--- config.mk ---
export PLATFORM = sky130hd
export DESIGN_NAME = edpc_top
export DESIGN_NICKNAME = d
export VERILOG_FILES = /design/src/edpc_pkg.sv /design/src/edpc_top.sv
export VERILOG_INCLUDE_DIRS = /design/src /design/src/src
export SDC_FILE = /design/constraint.sdc
export NUM_CORES = 1
export LEC_CHECK = 0
export ABC_CLOCK_PERIOD_IN_PS = 3650
export BUFFER_PORTS_ARGS = -buffer_cell sky130_fd_sc_hd__buf_2
export CELL_PAD_IN_SITES_DETAIL_PLACEMENT = 0
export CELL_PAD_IN_SITES_GLOBAL_PLACEMENT = 1
export CORE_MARGIN = 8
export CORE_UTILIZATION = 44
export CTS_CLUSTER_SIZE = 20
export DETAILED_ROUTE_END_ITERATION = 10
export GPL_ROUTABILITY_DRIVEN = 0
export PLACE_DENSITY_LB_ADDON = 0.2
export SLEW_MARGIN = 20
export SYNTH_ARGS = -nofsm -noshare
export SYNTH_HDL_FRONTEND = slang
export SYNTH_SLANG_ARGS = --single-unit
--- constraint.sdc ---
create_clock -name clk_sys -period 3.65 [get_ports clk_sys]
set_input_delay 0.73 -clock clk_sys [delete_from_list [all_inputs] [get_ports clk_sys]]
set_output_delay 0.73 -clock clk_sys [all_outputs]
set_load 0.005 [all_outputs]
--- src/edpc_defs.svh ---
`ifndef EDPC_DEFS_SVH
`define EDPC_DEFS_SVH
`define EDPC_CTRL_IDX 6'h1d
`define EDPC_STAT_IDX 6'h1e
`define EDPC_MASK_IDX 6'h1f
`define EDPC_IDX_LSB 2
`define EDPC_B_ENABLE 15
`define EDPC_B_AUTOUP 14
`define EDPC_B_AUTODN 13
`define EDPC_B_MANUAL 12
`define EDPC_B_BURSTDIS 11
`define EDPC_B_PWR 10
`define EDPC_B_ERRMET 9
`define EDPC_B_DATAMET 8
`define EDPC_THR_RST 4'h1
`define EDPC_QUIET_MS 2000
`define EDPC_CLK_KHZ 25000
`define EDPC_BURST_LEN 3'h4
`define EDPC_SINGLE_LEN 3'h1
`define EDPC_PULSE_GAP 4'h7
`define EDPC_RESP_OKAY 2'h0
`define EDPC_RESP_SLVERR 2'h2
`endif

--- src/edpc_pkg.sv ---
package edpc_pkg;
   typedef struct packed {
      logic enable;
      logic autoUp;
      logic autoDown;
      logic burstDis;
      logic [3:0] errThr;
      logic [3:0] dataThr;
   } edpc_ctrl_type;
   typedef struct packed {
      logic powerDown;
      logic powerUp;
      logic errMet;
      logic dataMet;
   } edpc_irq_type;
   typedef enum logic [1:0] {
      EDPC_OFF = 2'b01,
      EDPC_ON = 2'b10
   } edpc_pwr_type;
endpackage : edpc_pkg

--- src/edpc_top.sv ---
// Register access over AXI4-Lite is this design's own decision.
`timescale 1ns/1ps
`include "edpc_defs.svh"
module edpc_top
   import edpc_pkg::*;
#(
   parameter int unsigned QUIET_CYCLES = `EDPC_QUIET_MS * `EDPC_CLK_KHZ
) (
   input wire logic clk_sys,
   input wire logic nrst,
   input wire logic [7:0] s_axi_awaddr,
   input wire logic s_axi_awvalid,
   output logic s_axi_awready,
   input wire logic [31:0] s_axi_wdata,
   input wire logic [3:0] s_axi_wstrb,
   input wire logic s_axi_wvalid,
   output logic s_axi_wready,
   output logic [1:0] s_axi_bresp,
   output logic s_axi_bvalid,
   input wire logic s_axi_bready,
   input wire logic [7:0] s_axi_araddr,
   input wire logic s_axi_arvalid,
   output logic s_axi_arready,
   output logic [31:0] s_axi_rdata,
   output logic [1:0] s_axi_rresp,
   output logic s_axi_rvalid,
   input wire logic s_axi_rready,
   input wire logic lineDataEvent,
   input wire logic lineErrorEvent,
   input wire logic lineEnergyPresent,
   output logic powerUpStart,
   output logic powerDownStart,
   output logic rxPowered,
   output logic detectPulse,
   output logic irq
);
   // ---------------- write channel
   logic awReady_reg;
   logic wReady_reg;
   logic bValid_reg;
   logic [1:0] bResp_reg;
   logic awHave_reg;
   logic wHave_reg;
   logic [7:0] awAddr_reg;
   logic [31:0] wData_reg;
   logic [3:0] wStrb_reg;
   wire awFire = s_axi_awvalid && awReady_reg;
   wire wFire = s_axi_wvalid && wReady_reg;
   wire awAvail = awHave_reg || awFire;
   wire wAvail = wHave_reg || wFire;
   wire wrDo = awAvail && wAvail && !bValid_reg;
   wire awHaveNext = awAvail && !wrDo;
   wire wHaveNext = wAvail && !wrDo;
   wire [7:0] wrAddr = awFire ? s_axi_awaddr : awAddr_reg;
   wire [31:0] wrData = wFire ? s_axi_wdata : wData_reg;
   wire [3:0] wrStrb = wFire ? s_axi_wstrb : wStrb_reg;
   wire [5:0] wrIdx = wrAddr[7:`EDPC_IDX_LSB];
   wire wrCtrl = wrDo && (wrIdx == `EDPC_CTRL_IDX);
   wire wrStat = wrDo && (wrIdx == `EDPC_STAT_IDX);
   wire wrMask = wrDo && (wrIdx == `EDPC_MASK_IDX);
   wire wrMapped = wrCtrl || wrStat || wrMask;
   wire wrLo = wrStrb[0];
   wire wrHi = wrStrb[1];

   always_ff @(posedge clk_sys) begin
      if (!nrst) begin
         awReady_reg <= 1'b0;
         wReady_reg <= 1'b0;
         awHave_reg <= 1'b0;
         wHave_reg <= 1'b0;
      end else begin
         awReady_reg <= !awHaveNext;
         wReady_reg <= !wHaveNext;
         awHave_reg <= awHaveNext;
         wHave_reg <= wHaveNext;
      end
   end

   always_ff @(posedge clk_sys) begin
      if (!nrst) begin
         awAddr_reg <= 8'h00;
         wData_reg <= 32'h0000_0000;
         wStrb_reg <= 4'h0;
      end else begin
         if (awFire) begin
            awAddr_reg <= s_axi_awaddr;
         end
         if (wFire) begin
            wData_reg <= s_axi_wdata;
            wStrb_reg <= s_axi_wstrb;
         end
      end
   end

   always_ff @(posedge clk_sys) begin
      if (!nrst) begin
         bValid_reg <= 1'b0;
         bResp_reg <= `EDPC_RESP_OKAY;
      end else if (wrDo) begin
         bValid_reg <= 1'b1;
         bResp_reg <= wrMapped ? `EDPC_RESP_OKAY : `EDPC_RESP_SLVERR;
      end else if (s_axi_bready) begin
         bValid_reg <= 1'b0;
      end
   end

   // ---------------- control register
   edpc_ctrl_type ctrl_reg;
   edpc_ctrl_type ctrl_next;
   logic manualPend_reg;
   logic manualSet;
   always_comb begin
      ctrl_next = ctrl_reg;
      if (wrCtrl && wrHi) begin
         ctrl_next.enable = wrData[`EDPC_B_ENABLE];
         ctrl_next.autoUp = wrData[`EDPC_B_AUTOUP];
         ctrl_next.autoDown = wrData[`EDPC_B_AUTODN];
         ctrl_next.burstDis = wrData[`EDPC_B_BURSTDIS];
      end
      if (wrCtrl && wrLo) begin
         ctrl_next.errThr = wrData[7:4];
         ctrl_next.dataThr = wrData[3:0];
      end
   end
   assign manualSet = wrCtrl && wrHi && wrData[`EDPC_B_MANUAL];

   always_ff @(posedge clk_sys) begin
      if (!nrst) begin
         ctrl_reg.enable <= 1'b0;
         ctrl_reg.autoUp <= 1'b1;
         ctrl_reg.autoDown <= 1'b1;
         ctrl_reg.burstDis <= 1'b0;
         ctrl_reg.errThr <= `EDPC_THR_RST;
         ctrl_reg.dataThr <= `EDPC_THR_RST;
      end else begin
         ctrl_reg <= ctrl_next;
      end
   end

   // ---------------- event counters and quiet timer
   logic [3:0] dataCnt_reg;
   logic [3:0] errCnt_reg;
   logic [25:0] quiet_reg;
   logic pwrChange;
   wire quietDone = (quiet_reg == 26'(QUIET_CYCLES - 1));
   wire cntClear = !ctrl_reg.enable || quietDone || pwrChange;
   wire dataReach = ctrl_reg.enable && (dataCnt_reg >= ctrl_reg.dataThr);
   wire errReach = ctrl_reg.enable && (errCnt_reg >= ctrl_reg.errThr);

   always_ff @(posedge clk_sys) begin
      if (!nrst) begin
         quiet_reg <= 26'h0;
      end else if (lineDataEvent || !ctrl_reg.enable || quietDone) begin
         quiet_reg <= 26'h0;
      end else begin
         quiet_reg <= quiet_reg + 26'h1;
      end
   end

   always_ff @(posedge clk_sys) begin
      if (!nrst) begin
         dataCnt_reg <= 4'h0;
         errCnt_reg <= 4'h0;
      end else if (cntClear) begin
         dataCnt_reg <= 4'h0;
         errCnt_reg <= 4'h0;
      end else begin
         if (lineDataEvent && dataCnt_reg != 4'hf) begin
            dataCnt_reg <= dataCnt_reg + 4'h1;
         end
         if (lineErrorEvent && errCnt_reg != 4'hf) begin
            errCnt_reg <= errCnt_reg + 4'h1;
         end
      end
   end

   logic dataReachD_reg;
   logic errReachD_reg;
   always_ff @(posedge clk_sys) begin
      if (!nrst) begin
         dataReachD_reg <= 1'b0;
         errReachD_reg <= 1'b0;
      end else begin
         dataReachD_reg <= dataReach;
         errReachD_reg <= errReach;
      end
   end
   wire dataMetEv = dataReach && !dataReachD_reg;
   wire errMetEv = errReach && !errReachD_reg;

   // ---------------- power state machine
   edpc_pwr_type pwr_reg;
   edpc_pwr_type pwr_next;
   logic goUp;
   logic goDown;
   always_comb begin
      pwr_next = pwr_reg;
      goUp = 1'b0;
      goDown = 1'b0;
      unique case (pwr_reg)
         EDPC_OFF: begin
            if (ctrl_reg.enable && (manualPend_reg || (ctrl_reg.autoUp && dataReach))) begin
               pwr_next = EDPC_ON;
               goUp = 1'b1;
            end
         end
         EDPC_ON: begin
            if (ctrl_reg.enable &&
                (manualPend_reg || (ctrl_reg.autoDown && !lineEnergyPresent))) begin
               pwr_next = EDPC_OFF;
               goDown = 1'b1;
            end
         end
         default: begin
            pwr_next = EDPC_OFF;
         end
      endcase
   end
   assign pwrChange = goUp || goDown;

   always_ff @(posedge clk_sys) begin
      if (!nrst) begin
         pwr_reg <= EDPC_OFF;
         powerUpStart <= 1'b0;
         powerDownStart <= 1'b0;
         rxPowered <= 1'b0;
      end else begin
         pwr_reg <= pwr_next;
         powerUpStart <= goUp;
         powerDownStart <= goDown;
         rxPowered <= (pwr_next == EDPC_ON);
      end
   end

   // manual request is held until the state machine takes it or enable is cleared
   always_ff @(posedge clk_sys) begin
      if (!nrst) begin
         manualPend_reg <= 1'b0;
      end else if (manualSet) begin
         manualPend_reg <= 1'b1;
      end else if (pwrChange || !ctrl_reg.enable) begin
         manualPend_reg <= 1'b0;
      end
   end

   // ---------------- detect pulse burst
   logic [2:0] burstLeft_reg;
   logic [3:0] gap_reg;
   logic pulse_reg;
   wire pulseNow = (burstLeft_reg != 3'h0) && (gap_reg == 4'h0);
   always_ff @(posedge clk_sys) begin
      if (!nrst) begin
         burstLeft_reg <= 3'h0;
         gap_reg <= 4'h0;
         pulse_reg <= 1'b0;
      end else begin
         pulse_reg <= pulseNow;
         if (goUp) begin
            burstLeft_reg <= ctrl_reg.burstDis ? `EDPC_SINGLE_LEN : `EDPC_BURST_LEN;
            gap_reg <= 4'h0;
         end else if (pulseNow) begin
            burstLeft_reg <= burstLeft_reg - 3'h1;
            gap_reg <= `EDPC_PULSE_GAP;
         end else if (gap_reg != 4'h0) begin
            gap_reg <= gap_reg - 4'h1;
         end
      end
   end
   assign detectPulse = pulse_reg;

   // ---------------- read channel
   logic arReady_reg;
   logic rValid_reg;
   logic [31:0] rData_reg;
   logic [1:0] rResp_reg;
   logic errMet_reg;
   logic dataMet_reg;
   edpc_irq_type stat_reg;
   edpc_irq_type mask_reg;
   wire arFire = s_axi_arvalid && arReady_reg;
   wire [5:0] rdIdx = s_axi_araddr[7:`EDPC_IDX_LSB];
   wire rdCtrl = arFire && (rdIdx == `EDPC_CTRL_IDX);
   wire rdStat = rdIdx == `EDPC_STAT_IDX;
   wire rdMask = rdIdx == `EDPC_MASK_IDX;
   wire rvNext = arFire || (rValid_reg && !s_axi_rready);
   wire [15:0] ctrlView = {ctrl_reg.enable, ctrl_reg.autoUp, ctrl_reg.autoDown,
      manualPend_reg, ctrl_reg.burstDis, pwr_reg == EDPC_ON, errMet_reg, dataMet_reg,
      ctrl_reg.errThr, ctrl_reg.dataThr};
   wire [31:0] rdMux = rdCtrl ? {16'h0000, ctrlView} :
      rdStat ? {28'h0, stat_reg} : rdMask ? {28'h0, mask_reg} : 32'h0;
   wire rdMapped = (rdIdx == `EDPC_CTRL_IDX) || rdStat || rdMask;

   always_ff @(posedge clk_sys) begin
      if (!nrst) begin
         arReady_reg <= 1'b0;
         rValid_reg <= 1'b0;
         rData_reg <= 32'h0000_0000;
         rResp_reg <= `EDPC_RESP_OKAY;
      end else begin
         arReady_reg <= !rvNext;
         rValid_reg <= rvNext;
         if (arFire) begin
            rData_reg <= rdMux;
            rResp_reg <= rdMapped ? `EDPC_RESP_OKAY : `EDPC_RESP_SLVERR;
         end
      end
   end

   // threshold flags: a new event wins over the clearing read
   always_ff @(posedge clk_sys) begin
      if (!nrst) begin
         errMet_reg <= 1'b0;
         dataMet_reg <= 1'b0;
      end else begin
         errMet_reg <= errMetEv || (errMet_reg && !rdCtrl);
         dataMet_reg <= dataMetEv || (dataMet_reg && !rdCtrl);
      end
   end

   // ---------------- interrupts
   edpc_irq_type statSet;
   edpc_irq_type statClr;
   assign statSet = '{powerDown: goDown, powerUp: goUp, errMet: errMetEv, dataMet: dataMetEv};
   assign statClr = (wrStat && wrLo) ? edpc_irq_type'(wrData[3:0]) : edpc_irq_type'(4'h0);

   always_ff @(posedge clk_sys) begin
      if (!nrst) begin
         stat_reg <= 4'h0;
         mask_reg <= 4'h0;
         irq <= 1'b0;
      end else begin
         stat_reg <= statSet | (stat_reg & ~statClr);
         if (wrMask && wrLo) begin
            mask_reg <= wrData[3:0];
         end
         irq <= |((statSet | (stat_reg & ~statClr)) & mask_reg);
      end
   end

   assign s_axi_awready = awReady_reg;
   assign s_axi_wready = wReady_reg;
   assign s_axi_bvalid = bValid_reg;
   assign s_axi_bresp = bResp_reg;
   assign s_axi_arready = arReady_reg;
   assign s_axi_rvalid = rValid_reg;
   assign s_axi_rdata = rData_reg;
   assign s_axi_rresp = rResp_reg;
endmodule : edpc_top
==> impl_metrics.csv <==
group,metric,value,unit
setup_path,rr_startpoint,"errCnt_reg[0]",
power_and_ir_drop,power,3.43,mW
clock_network,cts_tree,"done",
clock_network,cts_sinks,119,
route,routedWlPerCell,14.7,um
grt,use_met1,19.0,%
final_layout,final_util,52.8,%
synthesis,synth-edff-count,0,
final_layout,nets,733,
synthesis,syn_area,5330,sq um
synthesis,avgSynthCellArea,9.00,sq um
synthesis,synth_top_family_by_area,"simple AND/OR/NAND/NOR gates",
route,wl,12000,um
route,drc,0,
sta,fin_crit,2.50,ns
synthesis,yosys-top-cells-area,"dfxtp_1, nor2_1, ha_1",
grt,grt_pass1_vias,4246,
synthesis,synth_top_area_share,44.7,%
final_layout,fin_cells,815,
setup_path,worst_ep_required_time,3.92,ns
sta,fin_crit_sh,68.4,%
synthesis,yosys_warnings,0,
floorplan,core_area,11900,sq um
floorplan,rows,40,
sta,slew_viol_final,0,
clock_network,cts_hold_buf,0,
synthesis,synthSimpleGateAreaFrac,22.1,%
placement,portBuffers,64,
final_layout,mostFrequentLayoutCells,"dfxtp_1, nor2_1, buf_2",
synthesis,yosys.area.top_type,"dfxtp_1",
setup_path,cp-endpoint,"irq",
sta,hold_violations,0,
setup_path,startpoint_type,"register",
floorplan,initial_core_util,44.7,%
clock_network,postCtsSetupRepairBufs,0,
sta,fmax,401,MHz
grt,grt-ovfl-total,0,
synthesis,ys_seq_elements,119,
floorplan,io_pins,108,
setup_path,r2r_slack,1.15,ns
final_layout,drive_gt1_share,18.9,%
final_layout,final_common_cell,"dfxtp_1",
synthesis,synth_compound_area_share,13.3,%
floorplan,die_w,126,um
sta,worst_slack,1.15,ns
placement,dp_cells,783,
synthesis,synthMuxAreaShare,4.91,%
grt,grt_usage,15.7,%
clock_network,cts.path.max_buffers,2,
synthesis,seq_area_frac_synth,44.7,%
setup_path,cp.arrival,2.77,ns
final_layout,fillers,1159,
synthesis,synth_xor_area_share,4.77,%
setup_path,worst_setup_path_end_kind,"register",
synthesis,postSynthCellCount,592,
status,status,"completed",
placement,hpwl,8720,um
clock_network,clk_pin_slew,0.05,ns
floorplan,die_area,15900,sq um
clock_network,cts-htree-levels,4,
final_layout,ff_latch_area,2380,sq um
placement,pre_cts_slack,0.873,ns
grt,grt_util_met2,25.0,%
setup_path,r2r-end,"irq",
final_layout,antennaDiodeCount,0,
setup_path,reg2reg_depth,7,
synthesis,yosys_most_used_dff,"dfxtp_1",
setup_path,cp_max_fo,3,
synthesis,async_flop_share,0,%
synthesis,synth_cell_types,57,
final_layout,multiInputGateArea,2670,sq um
route,ant_nets,0,
route,dr_total_vias,4245,
grt,grt_use_met3,5.44,%
synthesis,synthAdderAreaFrac,3.76,%
clock_network,cts_inserted_buffers,17,
clock_network,insertion_delay,0.41,ns
grt,grt.busiest_layer,"met2",
power_and_ir_drop,p_leak,2.55,nW
clock_network,post_cts_resize_count,0,
route,vias_per_cell,5.21,
grt,grt_max_degree,59,
grt,antenna_found_initial,0,
min_path,hp-class,"register to register",
flow_run,maxCapViolations,0,
setup_path,path_class,"register to register",
route,drtIter0Drc,236,
power_and_ir_drop,power_density,546,nW/um^2
floorplan,die_y,126,um
sta,rsz0062_at_grt,"false",
sta,skew,0.0115,ns
final_layout,largest_reg_flops,26,
clock_network,root_buffer,"clkbuf_16",
power_and_ir_drop,irDropWorstVdd,339,uV
route,dr.pass1.iters,4,
sta,tightestPinTransition,1.06,ns
sta,max_slew_margin,29.3,%
sta,tns,0,ns
grt,grt_pass1_wl,20200,um
setup_path,cp-startpoint,"errCnt_reg[0]",
sta,setup_viol,0,
final_layout,area_delta_synth_final,18.0,%
## routing by layer
layer  routed length [um]  vias up
met5                    0        -
met1                 5630     1983
met3                  694       14
met2                 5500       96
li1                     -     2152
met4                  140        0
## power breakdown
group | switching, mW | internal, mW
sequential | 0.0332 | 1.36
combinational | 0.185 | 0.145
clock | 0.552 | 1.16
total | 0.770 | 2.66
## cells in the mapped netlist (3+ instances only)
library cell and instances:
or3_1 3, xor2_1 16, a211oi_1 6, nand3_1 28, a21oi_1 28, mux2_2 9
clkbuf_1 12, o211ai_1 5, buf_2 4, nor2_1 92, xnor2_1 13, o21ai_0 16
a22oi_1 18, nand2b_1 7, ha_1 16, dfxtp_1 119, nor3b_1 3, nor3_1 11
a21bo_2 3, a211oi_2 4, o21a_1 4, mux2i_1 16, nor4_1 3, o2111ai_1 4
and2_1 14, and3_1 7, nand4_1 8, nand4b_1 3, or2_0 3, buf_4 20
inv_1 26, nand2_1 40
## layout make-up
class / count / area share [%]
inverter: 26 / 1.55
sequential: 119 / 37.9
clock buffer: 24 / 7.98
tap: 147 / 2.92
timing repair buffer: 66 / 5.33
multi-input combinational: 425 / 42.5
clock inverter: 8 / 1.87
## worst min path at each step
stage,startpoint,endpoint,slack (ns),cells after the start
after floorplan,awAddr_reg[5],awAddr_reg[5],0.44,2
after global placement,awAddr_reg[6],awAddr_reg[6],0.44,2
after detailed placement,awAddr_reg[5],awAddr_reg[5],0.45,2
after CTS,awAddr_reg[5],awAddr_reg[5],0.46,2
after global routing,awAddr_reg[5],awAddr_reg[5],0.48,2
final,awAddr_reg[5],awAddr_reg[5],0.46,2
## stage by stage
step | hold slack [ns] | area, sq um
after floorplan | 0.437 | 5390
after global placement | 0.445 | 5670
after detailed placement | 0.450 | 5670
after CTS | 0.457 | 6290
after global routing | 0.479 | 6290
final | 0.456 | 6290
## critical path, cell delays in order, from the launching register on
cell and delay [ns]:
dfxtp_1 0.35, inv_1 0.08, ha_1 0.29, nand2b_1 0.13
a2111oi_0 0.90, nor4_1 0.15, a211oi_1 0.32, nand4b_1 0.13
## kinds of logic (layout without fill, tap and decap cells)
logic type,count (synthesis),count (layout)
and+or+nand+nor,237,237
adders and majority gates,16,16
xor gates and xnor gates,29,29
muxes,25,25
buffers and inverters,65,124
AOI/OAI and AO/OA,100,100
other,1,18
DFF,119,119
Power figures use the tool's default switching activity.
